==> src/dacp_defines.vh <==
`ifndef DACP_DEFINES_VH
`define DACP_DEFINES_VH

// Clock rate of clk_sys
`define DACP_CLK_HZ 10000000

// Zero-crossing window, in ms
`define DACP_ZC_WINDOW_MS 50
// Nonvolatile programming time, in ms (plain default)
`define DACP_NV_WRITE_MS 10

// Slave address upper nibble
`define DACP_ADDR_HI 4'h5

// Command byte top bits
`define DACP_CMD_WIPER0 2'h0
`define DACP_CMD_WIPER1 2'h1
`define DACP_CMD_SETUP 2'h2
`define DACP_CMD_RSVD 2'h3

// Setup byte layout and reset value
`define DACP_SETUP_RESET 8'h87
`define DACP_SETUP_TAPER 0
`define DACP_SETUP_ZC 1
`define DACP_SETUP_STORE 2

// Mute codes per taper
`define DACP_MUTE_63 6'h3F
`define DACP_MUTE_33 6'h21

// Serial state codes
`define DACP_S_IDLE 3'h0
`define DACP_S_RX 3'h1
`define DACP_S_ACK 3'h2
`define DACP_S_TX 3'h3
`define DACP_S_RACK 3'h4

`endif

==> src/dacp_core.v <==
// Summary of operation
// - Command top bits 00 set wiper 0, 01 set wiper 1, 10 set configuration.
// - Command top bits 11 are reserved; the device acknowledges them but changes nothing.
// - A wiper command takes the low six bits as the new position.
// - Configuration written only for bits 7:6 = 10, kept in nonvolatile storage.
// - Configuration bits 5, 4 and 3 have no effect.
// - Bit 0 picks taper for both channels: 0 is 63+mute, 1 is 33+mute.
// - Bit 1 enables zero-crossing gating of wiper changes; default on.
// - Bit 2: 0 keeps wipers nonvolatile, 1 volatile; default volatile.
// - With volatile storage both wipers start at mute after power-up.
// - While enable pin is high, serial clock and data are ignored.
// - Only a first byte after START with upper nibble 0101 is answered.
// - Low three address bits are compared to the three strap pins.
// - Address LSB picks direction: 1 read, 0 write.
// - In a write, the byte after the address is a command byte.
// - A matching address byte is acknowledged.
// - A read returns wiper 0, wiper 1, then configuration, eight bits each.
// - If master acknowledges configuration byte, the three-byte cycle repeats.
// - In nonvolatile mode programming starts only on the STOP ending a write.
// - In volatile mode a STOP after a write starts no programming.
// - Gated wipers change at zero crossing, or when the 50 ms window ends.
// - Ungated wipers take the new position as soon as the command is acked.
// - With gating on, programming waits until pending zero-cross waits finish.
// - During programming the slave address is not acknowledged.
`timescale 1ns/1ps
`include "dacp_defines.vh"

module dacp_core #(
    parameter ZC_WINDOW_CYC = `DACP_ZC_WINDOW_MS * (`DACP_CLK_HZ / 1000),
    parameter NV_WRITE_CYC = `DACP_NV_WRITE_MS * (`DACP_CLK_HZ / 1000)
) (
    input wire clk_sys,
    input wire arst_n,
    input wire scl,
    input wire sda_in,
    output reg sda_out,
    output reg sda_oe,
    input wire enable_n,
    input wire strap_addr_bit0,
    input wire strap_addr_bit1,
    input wire strap_addr_bit2,
    input wire zero_cross0,
    input wire zero_cross1,
    output wire [5:0] wiper0_pos,
    output wire [5:0] wiper1_pos,
    output reg taper_sel,
    output reg zc_enable,
    output reg storage_select,
    output reg nv_busy
);

    // Two-flop synchronisers for everything from the pins
    reg [1:0] scl_s;
    reg [1:0] sda_s;
    reg [1:0] en_s;
    reg [1:0] zc0_s;
    reg [1:0] zc1_s;
    reg [2:0] strap_s1;
    reg [2:0] strap_s2;
    reg scl_d;
    reg sda_d;

    always @(posedge clk_sys or negedge arst_n) begin
        if (!arst_n) begin
            scl_s <= 2'h3;
            sda_s <= 2'h3;
            en_s <= 2'h3;
            zc0_s <= 2'h0;
            zc1_s <= 2'h0;
            strap_s1 <= 3'h0;
            strap_s2 <= 3'h0;
            scl_d <= 1'b1;
            sda_d <= 1'b1;
        end else begin
            scl_s <= {scl_s[0], scl};
            sda_s <= {sda_s[0], sda_in};
            en_s <= {en_s[0], enable_n};
            zc0_s <= {zc0_s[0], zero_cross0};
            zc1_s <= {zc1_s[0], zero_cross1};
            strap_s1 <= {strap_addr_bit2, strap_addr_bit1, strap_addr_bit0};
            strap_s2 <= strap_s1;
            scl_d <= scl_s[1];
            sda_d <= sda_s[1];
        end
    end

    wire bus_on = ~en_s[1];
    wire scl_rise = bus_on & scl_s[1] & ~scl_d;
    wire scl_fall = bus_on & ~scl_s[1] & scl_d;
    // Bus conditions only count while enabled
    wire start_det = bus_on & scl_s[1] & scl_d & sda_d & ~sda_s[1];
    wire stop_det = bus_on & scl_s[1] & scl_d & ~sda_d & sda_s[1];

    reg [2:0] state;
    reg [3:0] bitcnt;
    reg [7:0] shreg;
    reg [7:0] txreg;
    reg [1:0] rd_idx;
    reg is_addr;
    reg rw;
    reg mst_ack;
    reg wrote_any;
    reg [7:0] setup_byte;
    reg [5:0] target0;
    reg [5:0] target1;
    reg [1:0] wr_pulse;
    reg nv_req;
    reg [19:0] nv_cnt;
    wire [1:0] zc_pend;

    wire addr_match = (shreg[7:4] == `DACP_ADDR_HI)
        && (shreg[3:1] == strap_s2);

    // Read-back byte for a given slot of the three-byte cycle
    function [7:0] rd_byte;
        input [1:0] idx;
        input [5:0] t0;
        input [5:0] t1;
        input [7:0] cfg;
        begin
            case (idx)
                2'h0: rd_byte = {`DACP_CMD_WIPER0, t0};
                2'h1: rd_byte = {`DACP_CMD_WIPER1, t1};
                default: rd_byte = cfg;
            endcase
        end
    endfunction
    wire [1:0] next_idx = (state == `DACP_S_ACK || rd_idx == 2'h2) ? 2'h0 : rd_idx + 2'h1;
    wire [7:0] next_byte = rd_byte(next_idx, target0, target1, setup_byte);

    always @(posedge clk_sys or negedge arst_n) begin
        if (!arst_n) begin
            state <= `DACP_S_IDLE;
            bitcnt <= 4'h0;
            shreg <= 8'h00;
            txreg <= 8'h00;
            rd_idx <= 2'h0;
            is_addr <= 1'b0;
            rw <= 1'b0;
            mst_ack <= 1'b0;
            wrote_any <= 1'b0;
            setup_byte <= `DACP_SETUP_RESET;
            target0 <= `DACP_MUTE_63;
            target1 <= `DACP_MUTE_63;
            wr_pulse <= 2'h0;
            sda_oe <= 1'b0;
            sda_out <= 1'b0;
        end else begin
            wr_pulse <= 2'h0;
            sda_out <= 1'b0;
            if (!bus_on) begin
                // Disabled: drop any transfer and let go of the data line
                state <= `DACP_S_IDLE;
                sda_oe <= 1'b0;
            end else if (start_det) begin
                state <= `DACP_S_RX;
                bitcnt <= 4'h0;
                is_addr <= 1'b1;
                wrote_any <= 1'b0;
                sda_oe <= 1'b0;
            end else if (stop_det) begin
                state <= `DACP_S_IDLE;
                sda_oe <= 1'b0;
            end else begin
                case (state)
                    `DACP_S_IDLE: begin
                        sda_oe <= 1'b0;
                    end
                    `DACP_S_RX: begin
                        if (scl_rise && bitcnt != 4'h8) begin
                            shreg <= {shreg[6:0], sda_s[1]};
                            bitcnt <= bitcnt + 4'h1;
                        end else if (scl_fall && bitcnt == 4'h8) begin
                            if (is_addr) begin
                                // No answer while programming, so the master can poll
                                if (addr_match && !nv_busy && !nv_req) begin
                                    sda_oe <= 1'b1;
                                    rw <= shreg[0];
                                    state <= `DACP_S_ACK;
                                end else begin
                                    state <= `DACP_S_IDLE;
                                end
                            end else begin
                                sda_oe <= 1'b1;
                                state <= `DACP_S_ACK;
                                case (shreg[7:6])
                                    `DACP_CMD_WIPER0: begin
                                        target0 <= shreg[5:0];
                                        wr_pulse <= 2'h1;
                                        wrote_any <= 1'b1;
                                    end
                                    `DACP_CMD_WIPER1: begin
                                        target1 <= shreg[5:0];
                                        wr_pulse <= 2'h2;
                                        wrote_any <= 1'b1;
                                    end
                                    `DACP_CMD_SETUP: begin
                                        setup_byte <= shreg;
                                        wrote_any <= 1'b1;
                                    end
                                    default: begin
                                        // Reserved command leaves everything alone
                                        wrote_any <= wrote_any;
                                    end
                                endcase
                            end
                        end
                    end
                    `DACP_S_ACK: begin
                        if (scl_fall) begin
                            if (is_addr && rw) begin
                                rd_idx <= 2'h0;
                                txreg <= {next_byte[6:0], 1'b0};
                                sda_oe <= ~next_byte[7];
                                bitcnt <= 4'h1;
                                state <= `DACP_S_TX;
                            end else begin
                                sda_oe <= 1'b0;
                                bitcnt <= 4'h0;
                                state <= `DACP_S_RX;
                            end
                            is_addr <= 1'b0;
                        end
                    end
                    `DACP_S_TX: begin
                        if (scl_fall) begin
                            if (bitcnt == 4'h8) begin
                                sda_oe <= 1'b0;
                                state <= `DACP_S_RACK;
                            end else begin
                                sda_oe <= ~txreg[7];
                                txreg <= {txreg[6:0], 1'b0};
                                bitcnt <= bitcnt + 4'h1;
                            end
                        end
                    end
                    `DACP_S_RACK: begin
                        if (scl_rise) begin
                            mst_ack <= ~sda_s[1];
                        end else if (scl_fall) begin
                            if (mst_ack) begin
                                // Wrap after the configuration byte
                                rd_idx <= next_idx;
                                txreg <= {next_byte[6:0], 1'b0};
                                sda_oe <= ~next_byte[7];
                                bitcnt <= 4'h1;
                                state <= `DACP_S_TX;
                            end else begin
                                state <= `DACP_S_IDLE;
                            end
                        end
                    end
                    default: begin
                        state <= `DACP_S_IDLE;
                        sda_oe <= 1'b0;
                    end
                endcase
            end
        end
    end

    // Per-channel zero-crossing gating and applied position
    genvar ch;
    generate
        for (ch = 0; ch < 2; ch = ch + 1) begin : ch_g
            wire zc_hit = (ch == 0) ? zc0_s[1] : zc1_s[1];
            wire [5:0] tgt = (ch == 0) ? target0 : target1;
            reg pend;
            reg [19:0] tmr;
            reg [5:0] applied;
            reg [5:0] pos_q;
            always @(posedge clk_sys or negedge arst_n) begin
                if (!arst_n) begin
                    pend <= 1'b0;
                    tmr <= 20'h00000;
                    applied <= `DACP_MUTE_63;
                    pos_q <= `DACP_MUTE_63;
                end else begin
                    if (wr_pulse[ch]) begin
                        if (setup_byte[`DACP_SETUP_ZC]) begin
                            pend <= 1'b1;
                            tmr <= 20'h00000;
                        end else begin
                            applied <= tgt;
                            pend <= 1'b0;
                        end
                    end else if (pend) begin
                        // Window end forces the change even without a crossing
                        if (zc_hit || tmr == ZC_WINDOW_CYC - 1) begin
                            applied <= tgt;
                            pend <= 1'b0;
                        end else begin
                            tmr <= tmr + 20'h00001;
                        end
                    end
                    // Taper bit shared by both channels; only bits 2:0 matter
                    if (setup_byte[`DACP_SETUP_TAPER] && applied > `DACP_MUTE_33)
                        pos_q <= `DACP_MUTE_33;
                    else
                        pos_q <= applied;
                end
            end
            assign zc_pend[ch] = pend;
        end
    endgenerate

    assign wiper0_pos = ch_g[0].pos_q;
    assign wiper1_pos = ch_g[1].pos_q;

    // Nonvolatile programming sequencer
    always @(posedge clk_sys or negedge arst_n) begin
        if (!arst_n) begin
            nv_req <= 1'b0;
            nv_busy <= 1'b0;
            nv_cnt <= 20'h00000;
            taper_sel <= 1'b1;
            zc_enable <= 1'b1;
            storage_select <= 1'b1;
        end else begin
            taper_sel <= setup_byte[`DACP_SETUP_TAPER];
            zc_enable <= setup_byte[`DACP_SETUP_ZC];
            storage_select <= setup_byte[`DACP_SETUP_STORE];
            if (stop_det && wrote_any && !setup_byte[`DACP_SETUP_STORE] && state != `DACP_S_IDLE)
                nv_req <= 1'b1;
            else if (nv_req && zc_pend == 2'h0 && !nv_busy) begin
                nv_req <= 1'b0;
                nv_busy <= 1'b1;
                nv_cnt <= 20'h00000;
            end else if (nv_busy) begin
                if (nv_cnt == NV_WRITE_CYC - 1)
                    nv_busy <= 1'b0;
                else
                    nv_cnt <= nv_cnt + 20'h00001;
            end
        end
    end

endmodule

==> config.mk <==
export PLATFORM = sky130hd
export DESIGN_NAME = dacp_core
export DESIGN_NICKNAME = d
export VERILOG_FILES = /design/src/dacp_core.v
export VERILOG_INCLUDE_DIRS = /design/src
export SDC_FILE = /design/constraint.sdc
export NUM_CORES = 1
export LEC_CHECK = 0
export BUFFER_PORTS_ARGS = -buffer_cell sky130_fd_sc_hd__buf_2
export CELL_PAD_IN_SITES_DETAIL_PLACEMENT = 0
export CELL_PAD_IN_SITES_GLOBAL_PLACEMENT = 1
export CORE_ASPECT_RATIO = 1.25
export CORE_UTILIZATION = 35
export CTS_BUF_LIST = sky130_fd_sc_hd__clkbuf_4
export CTS_CLUSTER_SIZE = 25
export DETAILED_ROUTE_END_ITERATION = 6
export PLACE_DENSITY_LB_ADDON = 0.1
export SYNTH_ARGS = -nofsm -noshare
export SYNTH_HDL_FRONTEND = slang
export SYNTH_SLANG_ARGS = --single-unit
==> constraint.sdc <==
create_clock -name clk_sys -period 5.52 [get_ports clk_sys]
set_input_delay 1.104 -clock clk_sys [delete_from_list [all_inputs] [get_ports clk_sys]]
set_output_delay 1.104 -clock clk_sys [all_outputs]
set_load 0.01 [all_outputs]
======== Word level (Yosys, flattened, before mapping) ========
Index checks and enable logic that the tools add are counted.
W data, S select, Z words.
word-level totals
  register bits after elaboration ......... 161
  memories ................................ 0
  bits in latches ......................... 0
  ROM bits ................................ 0
  RAM bits ................................ 0
  output and inout bits ................... 18
operators by class
  bitwise logic cells ..................... 21
  reductions and logical operators ........ 57
  eq/ne operators ......................... 49
  muxes and demuxes ....................... 108
  $lt $le $gt $ge ......................... 2
  $add $sub $neg .......................... 5
  divide/modulo/power cells ............... 0
  shifts and indexed selects .............. 0
  multiply operators ...................... 0
operator list
  kind                     number
  $mux W20                 10
  $add A20 B1 Y20 const B  3
  $mux W6                  10
  $mux W8                  7
  $reduce_and A8 Y1        6
  $eq A20 B19 Y1 const B   2
  $ne A5 B5 Y1 const B     8
  $mux W1                  38
  $mux W4                  9
  $mux W3                  11
  $mux W2                  16
  $ne A2 B2 Y1 const B     16
  $pmux W8 S3              1
  $reduce_bool A2 Y1       12
  $ne A3 B3 Y1 const B     7
  $eq A20 B17 Y1 const B   1
  $pmux W4 S4              1
  $pmux W8 S2              1
  $pmux W3 S5              1
  $reduce_and A3 Y1        5
  $logic_and A1 B1 Y1      13
  $gt A6 B6 Y1 const B     2
  $not A1 Y1               12
  $reduce_and A11 Y1       1
  other kinds (28)         49

======== Logic depth before layout (Yosys ltp) ========
Gate-level depths: netlist of run 1.
  word-level depth ........................ 13
  mapped depth ............................ 9
  mapped depth without buffers ............ 7

======== Worst setup path after synthesis of run 1 ========
No wires, ideal clock.
  path type ............................... register to register
  start point ............................. register rd_idx[0]
  end point ............................... register txreg[2]
  path buffers ............................ 3
  library setup time ...................... 0.141 ns
  setup slack ............................. 3.370 ns
  required time ........................... 5.379 ns
  stages on the path, launching flop included .. 10
  arrival time ............................ 2.008 ns
  path through ............................ dfrtp_1 > clkbuf_1 > inv_1 > ha_1 > clkbuf_1 > or2_2 > clkbuf_1 > or3_1 > o2111ai_1 > a31oi_1
between the ends
  word-level cells in the longest chain between the ends .. 9
ends and longest elaborated chain
  element                                                  line             RTL
  start, declared                                          dacp_core.v:98   reg [1:0] rd_idx;
  start signal, assigned                                   dacp_core.v:243  rd_idx <= next_idx;
  branches (longest 2 deep; another with $add A2 B1 Y2)    -
  $mux W2 *                                                dacp_core.v:128  wire [1:0] next_idx = (state == `DACP_S_ACK || rd_idx == 2'h2) ? 2'h0 : rd_idx + 2'h1;
  $eq A2 B1 Y1 / $logic_not A2 Y1 (equally long branches)  dacp_core.v:121  case (idx)
  $pmux W8 S2 *                                            dacp_core.v:121
  $mux W8                                                  dacp_core.v:241  if (mst_ack) begin
  $mux W8                                                  dacp_core.v:240  end else if (scl_fall) begin
  $mux W8                                                  dacp_core.v:238  if (scl_rise) begin
  $pmux W8 S3 *                                            dacp_core.v:165  case (state)
  end signal, assigned                                     dacp_core.v:213  txreg <= {next_byte[6:0], 1'b0};
  end signal, assigned                                     dacp_core.v:232  txreg <= {txreg[6:0], 1'b0};
  end signal, assigned                                     dacp_core.v:244  txreg <= {next_byte[6:0], 1'b0};
  end, declared                                            dacp_core.v:97   reg [7:0] txreg;
Every way passes the cells marked *. The select of a mux whose other input is x is not followed.
A chain may end at the register's enable or synchronous reset.

======== Final worst setup path of run 1 ========
  start point ............................. register ch_g[1].tmr[0]
  end point ............................... register ch_g[1].tmr[11]
between the ends
  word-level cells in the longest chain between the ends .. 4
ends and longest elaborated chain
  element                                                   line                              RTL
  start, declared                                           dacp_core.v:269                   reg [19:0] tmr;
  start signal, assigned                                    dacp_core.v:293                   tmr <= tmr + 20'h00001;
  $add A20 B1 Y20 / $eq A20 B19 Y1 (equally long branches)  dacp_core.v:293, dacp_core.v:289
  $mux W20 / $logic_or A1 B1 Y1 (equally long branches)     dacp_core.v:289                   if (zc_hit || tmr == ZC_WINDOW_CYC - 1) begin
  $mux W20 / $ne A2 B2 Y1 (equally long branches)           -
  $mux W20 / $reduce_and A3 Y1 (equally long branches)      -
Several ways; a longest one is shown, not always the timed one. The select of a mux whose other input is x is not followed.

==> results of run 1 <==
-- registers in the layout, summed over array words and instances (netlist names), 3 cells and up --
signal,cells
txreg,7
state,3
wiper0_pos,6
strap_s2,3
wiper1_pos,6
nv_cnt,20
setup_byte,8
shreg,8
bitcnt,4
ch_g.tmr,40
strap_s1,3
ch_g.tgt,12
ch_g.applied,12
-- through the flow --
| stage | area (sq um) | cells | utilization, % |
|---|---|---|---|
| after floorplan | 7790 | 740 | - |
| after global placement | 8120 | 1015 | 37.4 |
| after detailed placement | 8120 | 1015 | 37.4 |
| after CTS | 8370 | 1045 | 38.6 |
| after global routing | 8370 | 1046 | 38.6 |
| final | 8370 | 1046 | 38.6 |
-- per-layer routing --
layer | routed length [um] | up-vias
met1 | 7680 | 2859
li1 | - | 2775
met4 | 361 | 0
met2 | 8840 | 75
met3 | 497 | 26
met5 | 0 | -
-- logic make-up after synthesis --
logic type / count (synthesis)
simple gates: 297
flops: 160
compound gates: 157
buf+inv: 55
mux: 48
xor+xnor: 16
fa+ha+maj: 6
other cells: 1
-- power by group through the flow --
stage / Sequential [mW] / Combinational, mW / Clock, mW
4_1_cts: 1.20 / 0.0539 / 0.695
3_5_place_dp: 1.22 / 0.0535 / 0
3_3_place_gp: 1.22 / 0.0530 / 0
2_1_floorplan: 1.22 / 0.0235 / 0
6_report: 1.20 / 0.0509 / 0.666
5_1_grt: 1.21 / 0.0597 / 0.740
-- final timing paths --
kind                                           startpoint  slack (ps)  cells past startpoint                     endpoint
min                        ch_g[1].applied[5]$_DFFE_PN1P_         360                      0      wiper1_pos[5]$_DFF_PN1_
min in group asynchronous                          arst_n         620                      1   ch_g[1].tmr[7]$_DFFE_PN0P_
min reg2reg                ch_g[1].applied[5]$_DFFE_PN1P_         360                      0      wiper1_pos[5]$_DFF_PN1_
max in group asynchronous                          arst_n        3840                      2   ch_g[0].tgt[2]$_DFFE_PN1P_
max reg2reg                    ch_g[1].tmr[0]$_DFFE_PN0P_        3000                      6  ch_g[1].tmr[11]$_DFFE_PN0P_
max                            ch_g[1].tmr[0]$_DFFE_PN0P_        3000                      6  ch_g[1].tmr[11]$_DFFE_PN0P_
-- cells in the final DEF (no fill, tap or decap), types with 7 or more instances in the layout --
cell and n:
nand3_1 29, or3_1 28, o211ai_1 12, nor2_1 43
buf_2 25, inv_1 22, xnor2_1 10, nand2_1 59
clkbuf_4 20, and2_1 14, or4_1 13, o21ai_0 40
a21oi_1 36, nand4_1 18, and3_1 12, dfrtp_1 109
nor4b_1 8, nand3b_1 7, mux2_2 41, nor4_1 16
dfstp_2 51, a31oi_1 12, nor3_1 13, o31ai_1 13
-- cell type report --
class                           count  area, sq um
Multi-Input combinational cell    525         3460
Inverter                           23         88.8
Clock buffer                       20          150
Sequential cell                   160         4070
Fill cell                        2188        13300
Tap cell                          279          349
Clock inverter                     10         97.6
Timing Repair Buffer               28          151
Antenna cell                        1         2.50
==> impl_results.md, run 1 <==
* I/O Buffers at 26
* Synth Flop Type: dfrtp_1
* Core Footprint at 0.0217 sq mm
* First-pass GRT wire length at 29,600 um
* Fmax at 397 MHz
* IO Pins at 28
* DRC violation count after routing at 0
* Setup ws final at 3000 ps
* Synth Area in XOR/XNOR at 1.80%
* Hold-fix buffers, CTS at 0
* Max-slew headroom at 25.6%
* 1st-pass router iterations at 4
* Sw power at 0.448 mW
* Commonest cells in the synthesized netlist: dfrtp_1, nand2_1, dfstp_2
* Number of levels in the clock H-tree at 4
* Routed WL at 17,400 um
* Status: complete, no violations
* Unique masters post-synth at 71
* Unrepaired setup endpoints after global routing: false
* Layout cells sized above 1 at 21.4%
* Top cells by area, synth: dfrtp_1, dfstp_2, mux2_2, nand2_1, o21ai_0
* Num rows at 60
* Antenna viol nets, final at 0
* Largest family of logic cells by synthesized area: simple AND/OR/NAND/NOR gates
* GRT met2 Usage at 28.3%
* Grt ovf at 0
* Post-CTS setup buffer count at 0
* Root Driver: clkbuf_4
* Mapped Area at 0.00779 sq mm
* Least-Margin Pin Slew at 1110 ps
* Int Pwr at 1.47 mW
* TritonCTS Buffers at 17
* Routed via count at 5,735
* Syn. warnings at 0
* Multiplexer area fraction after synthesis at 6.84%
* Final Hold Violating Endpoints at 0
* Hold Crit Class: flip-flop to flip-flop
* Sequential power share at 62.7%
* Hpwl dp at 12,200 um
* Post-cts resize count at 0
* Worst EP arrival at 3000 ps
* Clock-pin slew on the worst setup and hold paths at 120 ps
* Nets at 771
* Post-synthesis async set-or-reset flop share at 100%
* Die height at 169 um
* Met1 GRT Util at 20.0%
* Top-area cell type share of the netlist area at 35.0%
* Clock power frac at 34.7%
* Setup crit start kind: flip-flop
* VDD IR-drop max at 0.000133 V
* Largest net degree at the start of global routing at 96
* Post-synth net total at 756
* Vias in the first global route at 5,819
* CP peak stage delay at 900 ps
* Buf+Inv Stages, Crit Path at 0
* 1st-iter DRT viols at 232
* CTS tree: yes
* Final Skew at 25.3 ps
* Synth Area in Simple Gates at 21.6%
* Yosys reg bits at 160
* Compound-Gate Fraction of Synth Area at 13.2%
* DR vias/cell at 5.48
* Final TNS setup at 0 ps
* Pwr Density at 229 mW/mm^2
* Adder-Cell Fraction of Synth Area at 0.964%
* Max-cap viol count at 0
* Pleak at 3.54 nW
* GRT Util Overall at 16.4%
* Most common cell in the netlist: dfrtp_1
* CTS Sinks at 160
* Mapped Cells at 740
* Die area at 0.0229 sq mm
* Final period utilization at 45.6%
* Routed len/inst at 16.6 um
* Gate power share at 2.6%
* CP required at 6000 ps
* Initial antenna violation count at 1
* Final min period at 2520 ps
* Avg Inst Size Synth at 10.5 sq um
* Net Sw Frac at 23.3%
* RePlAce Congestion at 0.805
* Initial core utilization at 35.9%
* CP delay by family, top: compound AO/OA/AOI/OAI gates
* Final setup fails at 0
* Area growth from synthesis to layout at 7.50%
* Critical path type: flip-flop to flip-flop
* Crit-path slowest cell: a21boi_2
* EDFF count, synth at 0
* Sequential area share after synthesis at 52.2%
* Synth area leader: dfrtp_1
* Crit Path Max Fanout at 33
* Tot Pwr at 1.92 mW
* Die X at 135 um
* Max-slew violation count at 0
* GR peak layer: met2
* Met3 usage at 3.56%
* Clock latency on the worst-skew pair at 570 ps
* Hold_ws at 362 ps
* Worst-path cell chain: ha_1 > and3_1 > nand4_1 > a21boi_2 > o21ai_0 > a21oi_1
* Maximum buffer depth of the clock tree at 2
* Worst Setup End Kind: flip-flop
* Pre-CTS setup slack at 2980 ps
Power figures use the tool's default switching activity.
==> inputs of run 2 (changes only) <==
--- a/config.mk
+++ b/config.mk
@@ -6,6 +6,7 @@
 export SDC_FILE = /design/constraint.sdc
 export NUM_CORES = 1
 export LEC_CHECK = 0
+export ABC_AREA = 1
 export BUFFER_PORTS_ARGS = -buffer_cell sky130_fd_sc_hd__buf_2
 export CELL_PAD_IN_SITES_DETAIL_PLACEMENT = 0
 export CELL_PAD_IN_SITES_GLOBAL_PLACEMENT = 1
==> constraint.sdc (replaced) <==
create_clock -name clk_sys -period 2.1 [get_ports clk_sys]
set_input_delay 0.42 -clock clk_sys [delete_from_list [all_inputs] [get_ports clk_sys]]
set_output_delay 0.42 -clock clk_sys [all_outputs]
set_load 0.01 [all_outputs]
==> run 2 against run 1 <==
  * Setup slack worse by 2800 ps
  * Die area up 8.4%
  * Via count up 20%
  * Utilization up 1.3 points
  * Count of clock-buffer cells in the layout down 3
==> impl_results.md, run 2 <==
* Pwr Density at 560 mW/mm^2
* Synth Area in XOR/XNOR at 4.04%
* Nets at 1,174
* Pleak at 4.25 nW
* Synth Flop Type: dfrtp_1
* CP required at 2570 ps
* 1st-pass router iterations at 5
* Commonest non-fill, non-tap cell in the layout: nand2_1
* Worst-path cell chain: inv_1 > ha_1 > nand2_1 > nor2_2 > nand2_4 > nor2_4 > inv_2 > nor4_4 > buf_4 > nand2_1 > o21ai_0
* EDFF count, synth at 0
* Syn. warnings at 0
* CTS tree: yes
* Post-CTS setup buffer count at 0
* Largest net degree at the start of global routing at 40
* TritonCTS Buffers at 17
* Die X at 141 um
* Clock-pin slew on the worst setup and hold paths at 160 ps
* Yosys reg bits at 160
* Die area at 0.0248 sq mm
* First-pass GRT wire length at 34,500 um
* Final Skew at 30.3 ps
* Largest regs: ch_g.tmr (40), nv_cnt (20)
* Hpwl dp at 15,000 um
* Worst Setup End Kind: flip-flop
* Unique masters post-synth at 43
* CP peak stage delay at 440 ps
* Multi-input logic area at 0.00380 sq mm
* Grt ovf at 0
* RePlAce Congestion at 0.827
* Fillcell total at 2,510
* Final period utilization at 88.2%
* Max-cap viol count at 0
* I/O Buffers at 26
* Final min period at 1850 ps
* Num rows at 63
* Routed WL at 20,300 um
* Sequential area share after synthesis at 48.1%
* Hold Crit Class: input port to asynchronous set/reset pin
* Crit Path Max Fanout at 13
* Final cell count without fillers at 1,497
* Routed len/inst at 13.6 um
* Final TNS setup at 0 ps
* GRT Util Overall at 17.7%
* Synth area leader: dfrtp_1
* Commonest non-fill, non-tap cells in the layout: nand2_1, nor2_1, dfrtp_1
* Routed via count at 6,855
* Maximum buffer depth of the clock tree at 2
* DRC violation count after routing at 0
* Buf+Inv Stages, Crit Path at 3
* Fmax at 540 MHz
* Largest register FFs at 40
* Vias in the first global route at 6,904
* Final setup fails at 0
* DR vias/cell at 4.58
* Setup crit start kind: flip-flop
* Final core utilization at 39.9%
* Final Hold Violating Endpoints at 0
* Cell total after placement at 1,455
* Register area at 0.00407 sq mm
* Die height at 176 um
* Avg Inst Size Synth at 7.67 sq um
* CP delay by family, top: simple AND/OR/NAND/NOR gates
* Top cells by area, synth: dfrtp_1, dfstp_2, nand2_1, nor2_1, nand3_1
* Root Driver: clkbuf_4
* Core Footprint at 0.0237 sq mm
* CP most frequent cell: nand2_1
* Synth Area in Simple Gates at 34.6%
* Commonest cells in the synthesized netlist: nand2_1, nor2_1, dfrtp_1
* R2r setup slk at 250 ps
* Clock latency on the worst-skew pair at 570 ps
* Status: complete, no violations
* VDD IR-drop max at 0.000289 V
* Critical path type: flip-flop to flip-flop
* Crit-path slowest cell: dfrtp_1
* Max-slew violation count at 0
* Adder-Cell Fraction of Synth Area at 0.889%
* Top-area cell type share of the netlist area at 32.3%
* CTS Sinks at 160
* Unrepaired setup endpoints after global routing: false
* Largest family of logic cells by synthesized area: simple AND/OR/NAND/NOR gates
* Area growth from synthesis to layout at 12.1%
* IO Pins at 28
* Mapped Cells at 1,102
* Multiplexer area fraction after synthesis at 0%
* Post-synth net total at 1,118
* Most common cell in the netlist: nand2_1
* Mapped Area at 0.00845 sq mm
* 1st-iter DRT viols at 322
* Compound-Gate Fraction of Synth Area at 5.36%
* Initial core utilization at 35.6%
* Layout cells sized above 1 at 15.1%
* Worst EP arrival at 2330 ps
* Antenna viol nets, final at 0
* Number of levels in the clock H-tree at 4
* Post-synthesis async set-or-reset flop share at 100%
* Initial antenna violation count at 1
* Largest register by flop count: ch_g.tmr
## run 2: changes by cell type in the layout (fill, tap and decap cells not counted), sizes merged, moves of 14 or more
| cell | delta |
|---|---|
| nor2 | +118 |
| nand2 | +296 |
| nand3 | +69 |
| o21ai | +26 |
| buf | +26 |
| or3 | -28 |
| a21oi | -27 |
| inv | +90 |
| o31ai | -14 |
| mux2 | -42 |
| or4 | -14 |
| xor2 | +23 |
## run 2: worst register-to-register path, delay by kind of cell (launching register included)
family | cells | cell delay (ps)
DFF | 1 | 440
AOI/OAI and AO/OA | 1 | 70
adders and majority gates | 1 | 140
and+or+nand+nor | 6 | 740
buffers and inverters | 3 | 360
## run 2: power by group
| group | total [mW] | switching, mW | internal, mW |
|---|---|---|---|
| registers | 3.15 | 0.0265 | 3.12 |
| clock network | 1.98 | 1.16 | 0.816 |
| logic | 0.179 | 0.116 | 0.0630 |
## run 2: worst paths after layout
kind	start	endpoint	depth (start not counted)
setup / recovery	bitcnt[0]$_DFFE_PN0P_	ch_g[1].tgt[5]$_DFFE_PN1P_	11
hold / removal	arst_n	ch_g[1].tmr[7]$_DFFE_PN0P_	2
setup reg to reg	bitcnt[0]$_DFFE_PN0P_	ch_g[1].tgt[5]$_DFFE_PN1P_	11
hold reg to reg	en_s[0]$_DFF_PN1_	en_s[1]$_DFF_PN1_	0
max in group asynchronous	arst_n	ch_g[1].applied[2]$_DFFE_PN1P_	3
min in group clk_sys	en_s[0]$_DFF_PN1_	en_s[1]$_DFF_PN1_	0
## run 2: area by class of cell
| type | instances | share of cell area (%) |
|---|---|---|
| Antenna cell | 1 | 0.0264 |
| Inverter | 113 | 4.50 |
| Tap cell | 325 | 4.29 |
| Timing Repair Buffer | 63 | 5.01 |
| Clock inverter | 15 | 1.78 |
| Sequential cell | 160 | 42.9 |
| Clock buffer | 17 | 1.35 |
| Multi-Input combinational cell | 803 | 40.1 |
## run 2: kinds of logic (layout without fill, tap and decap cells)
family / count (synthesis) / in the layout
xor+xnor: 39 / 39
flops: 160 / 160
fa+ha+maj: 6 / 6
simple gates: 672 / 672
other cells: 1 / 2
buf+inv: 139 / 208
compound gates: 85 / 85
## run 2: metal layers
layer | vias to the layer above | routed length, um | GRT usage, %
li1 | 3595 | - | -
met1 | 3172 | 9330 | 21.6
met2 | 66 | 10300 | 31.7
met3 | 22 | 367 | 3.03
met4 | 0 | 298 | 5.43
met5 | - | 0 | 0
## run 2: repair_timing
item,CTS,global route
hold endpoints to repair,35,0
gates resized for setup,0,1
endpoints found under the setup margin,0,2
hold buffers,9,0
## run 2: stage by stage
stage	hold slack, ps	power (mW)	cell area (sq um)	setup WS, ps
after floorplan	124	3.26	8450	413
after global placement	335	3.38	9080	249
after detailed placement	335	3.38	9080	218
after CTS	283	5.41	9470	195
after global routing	305	5.53	9470	24.2
final	322	5.31	9470	248
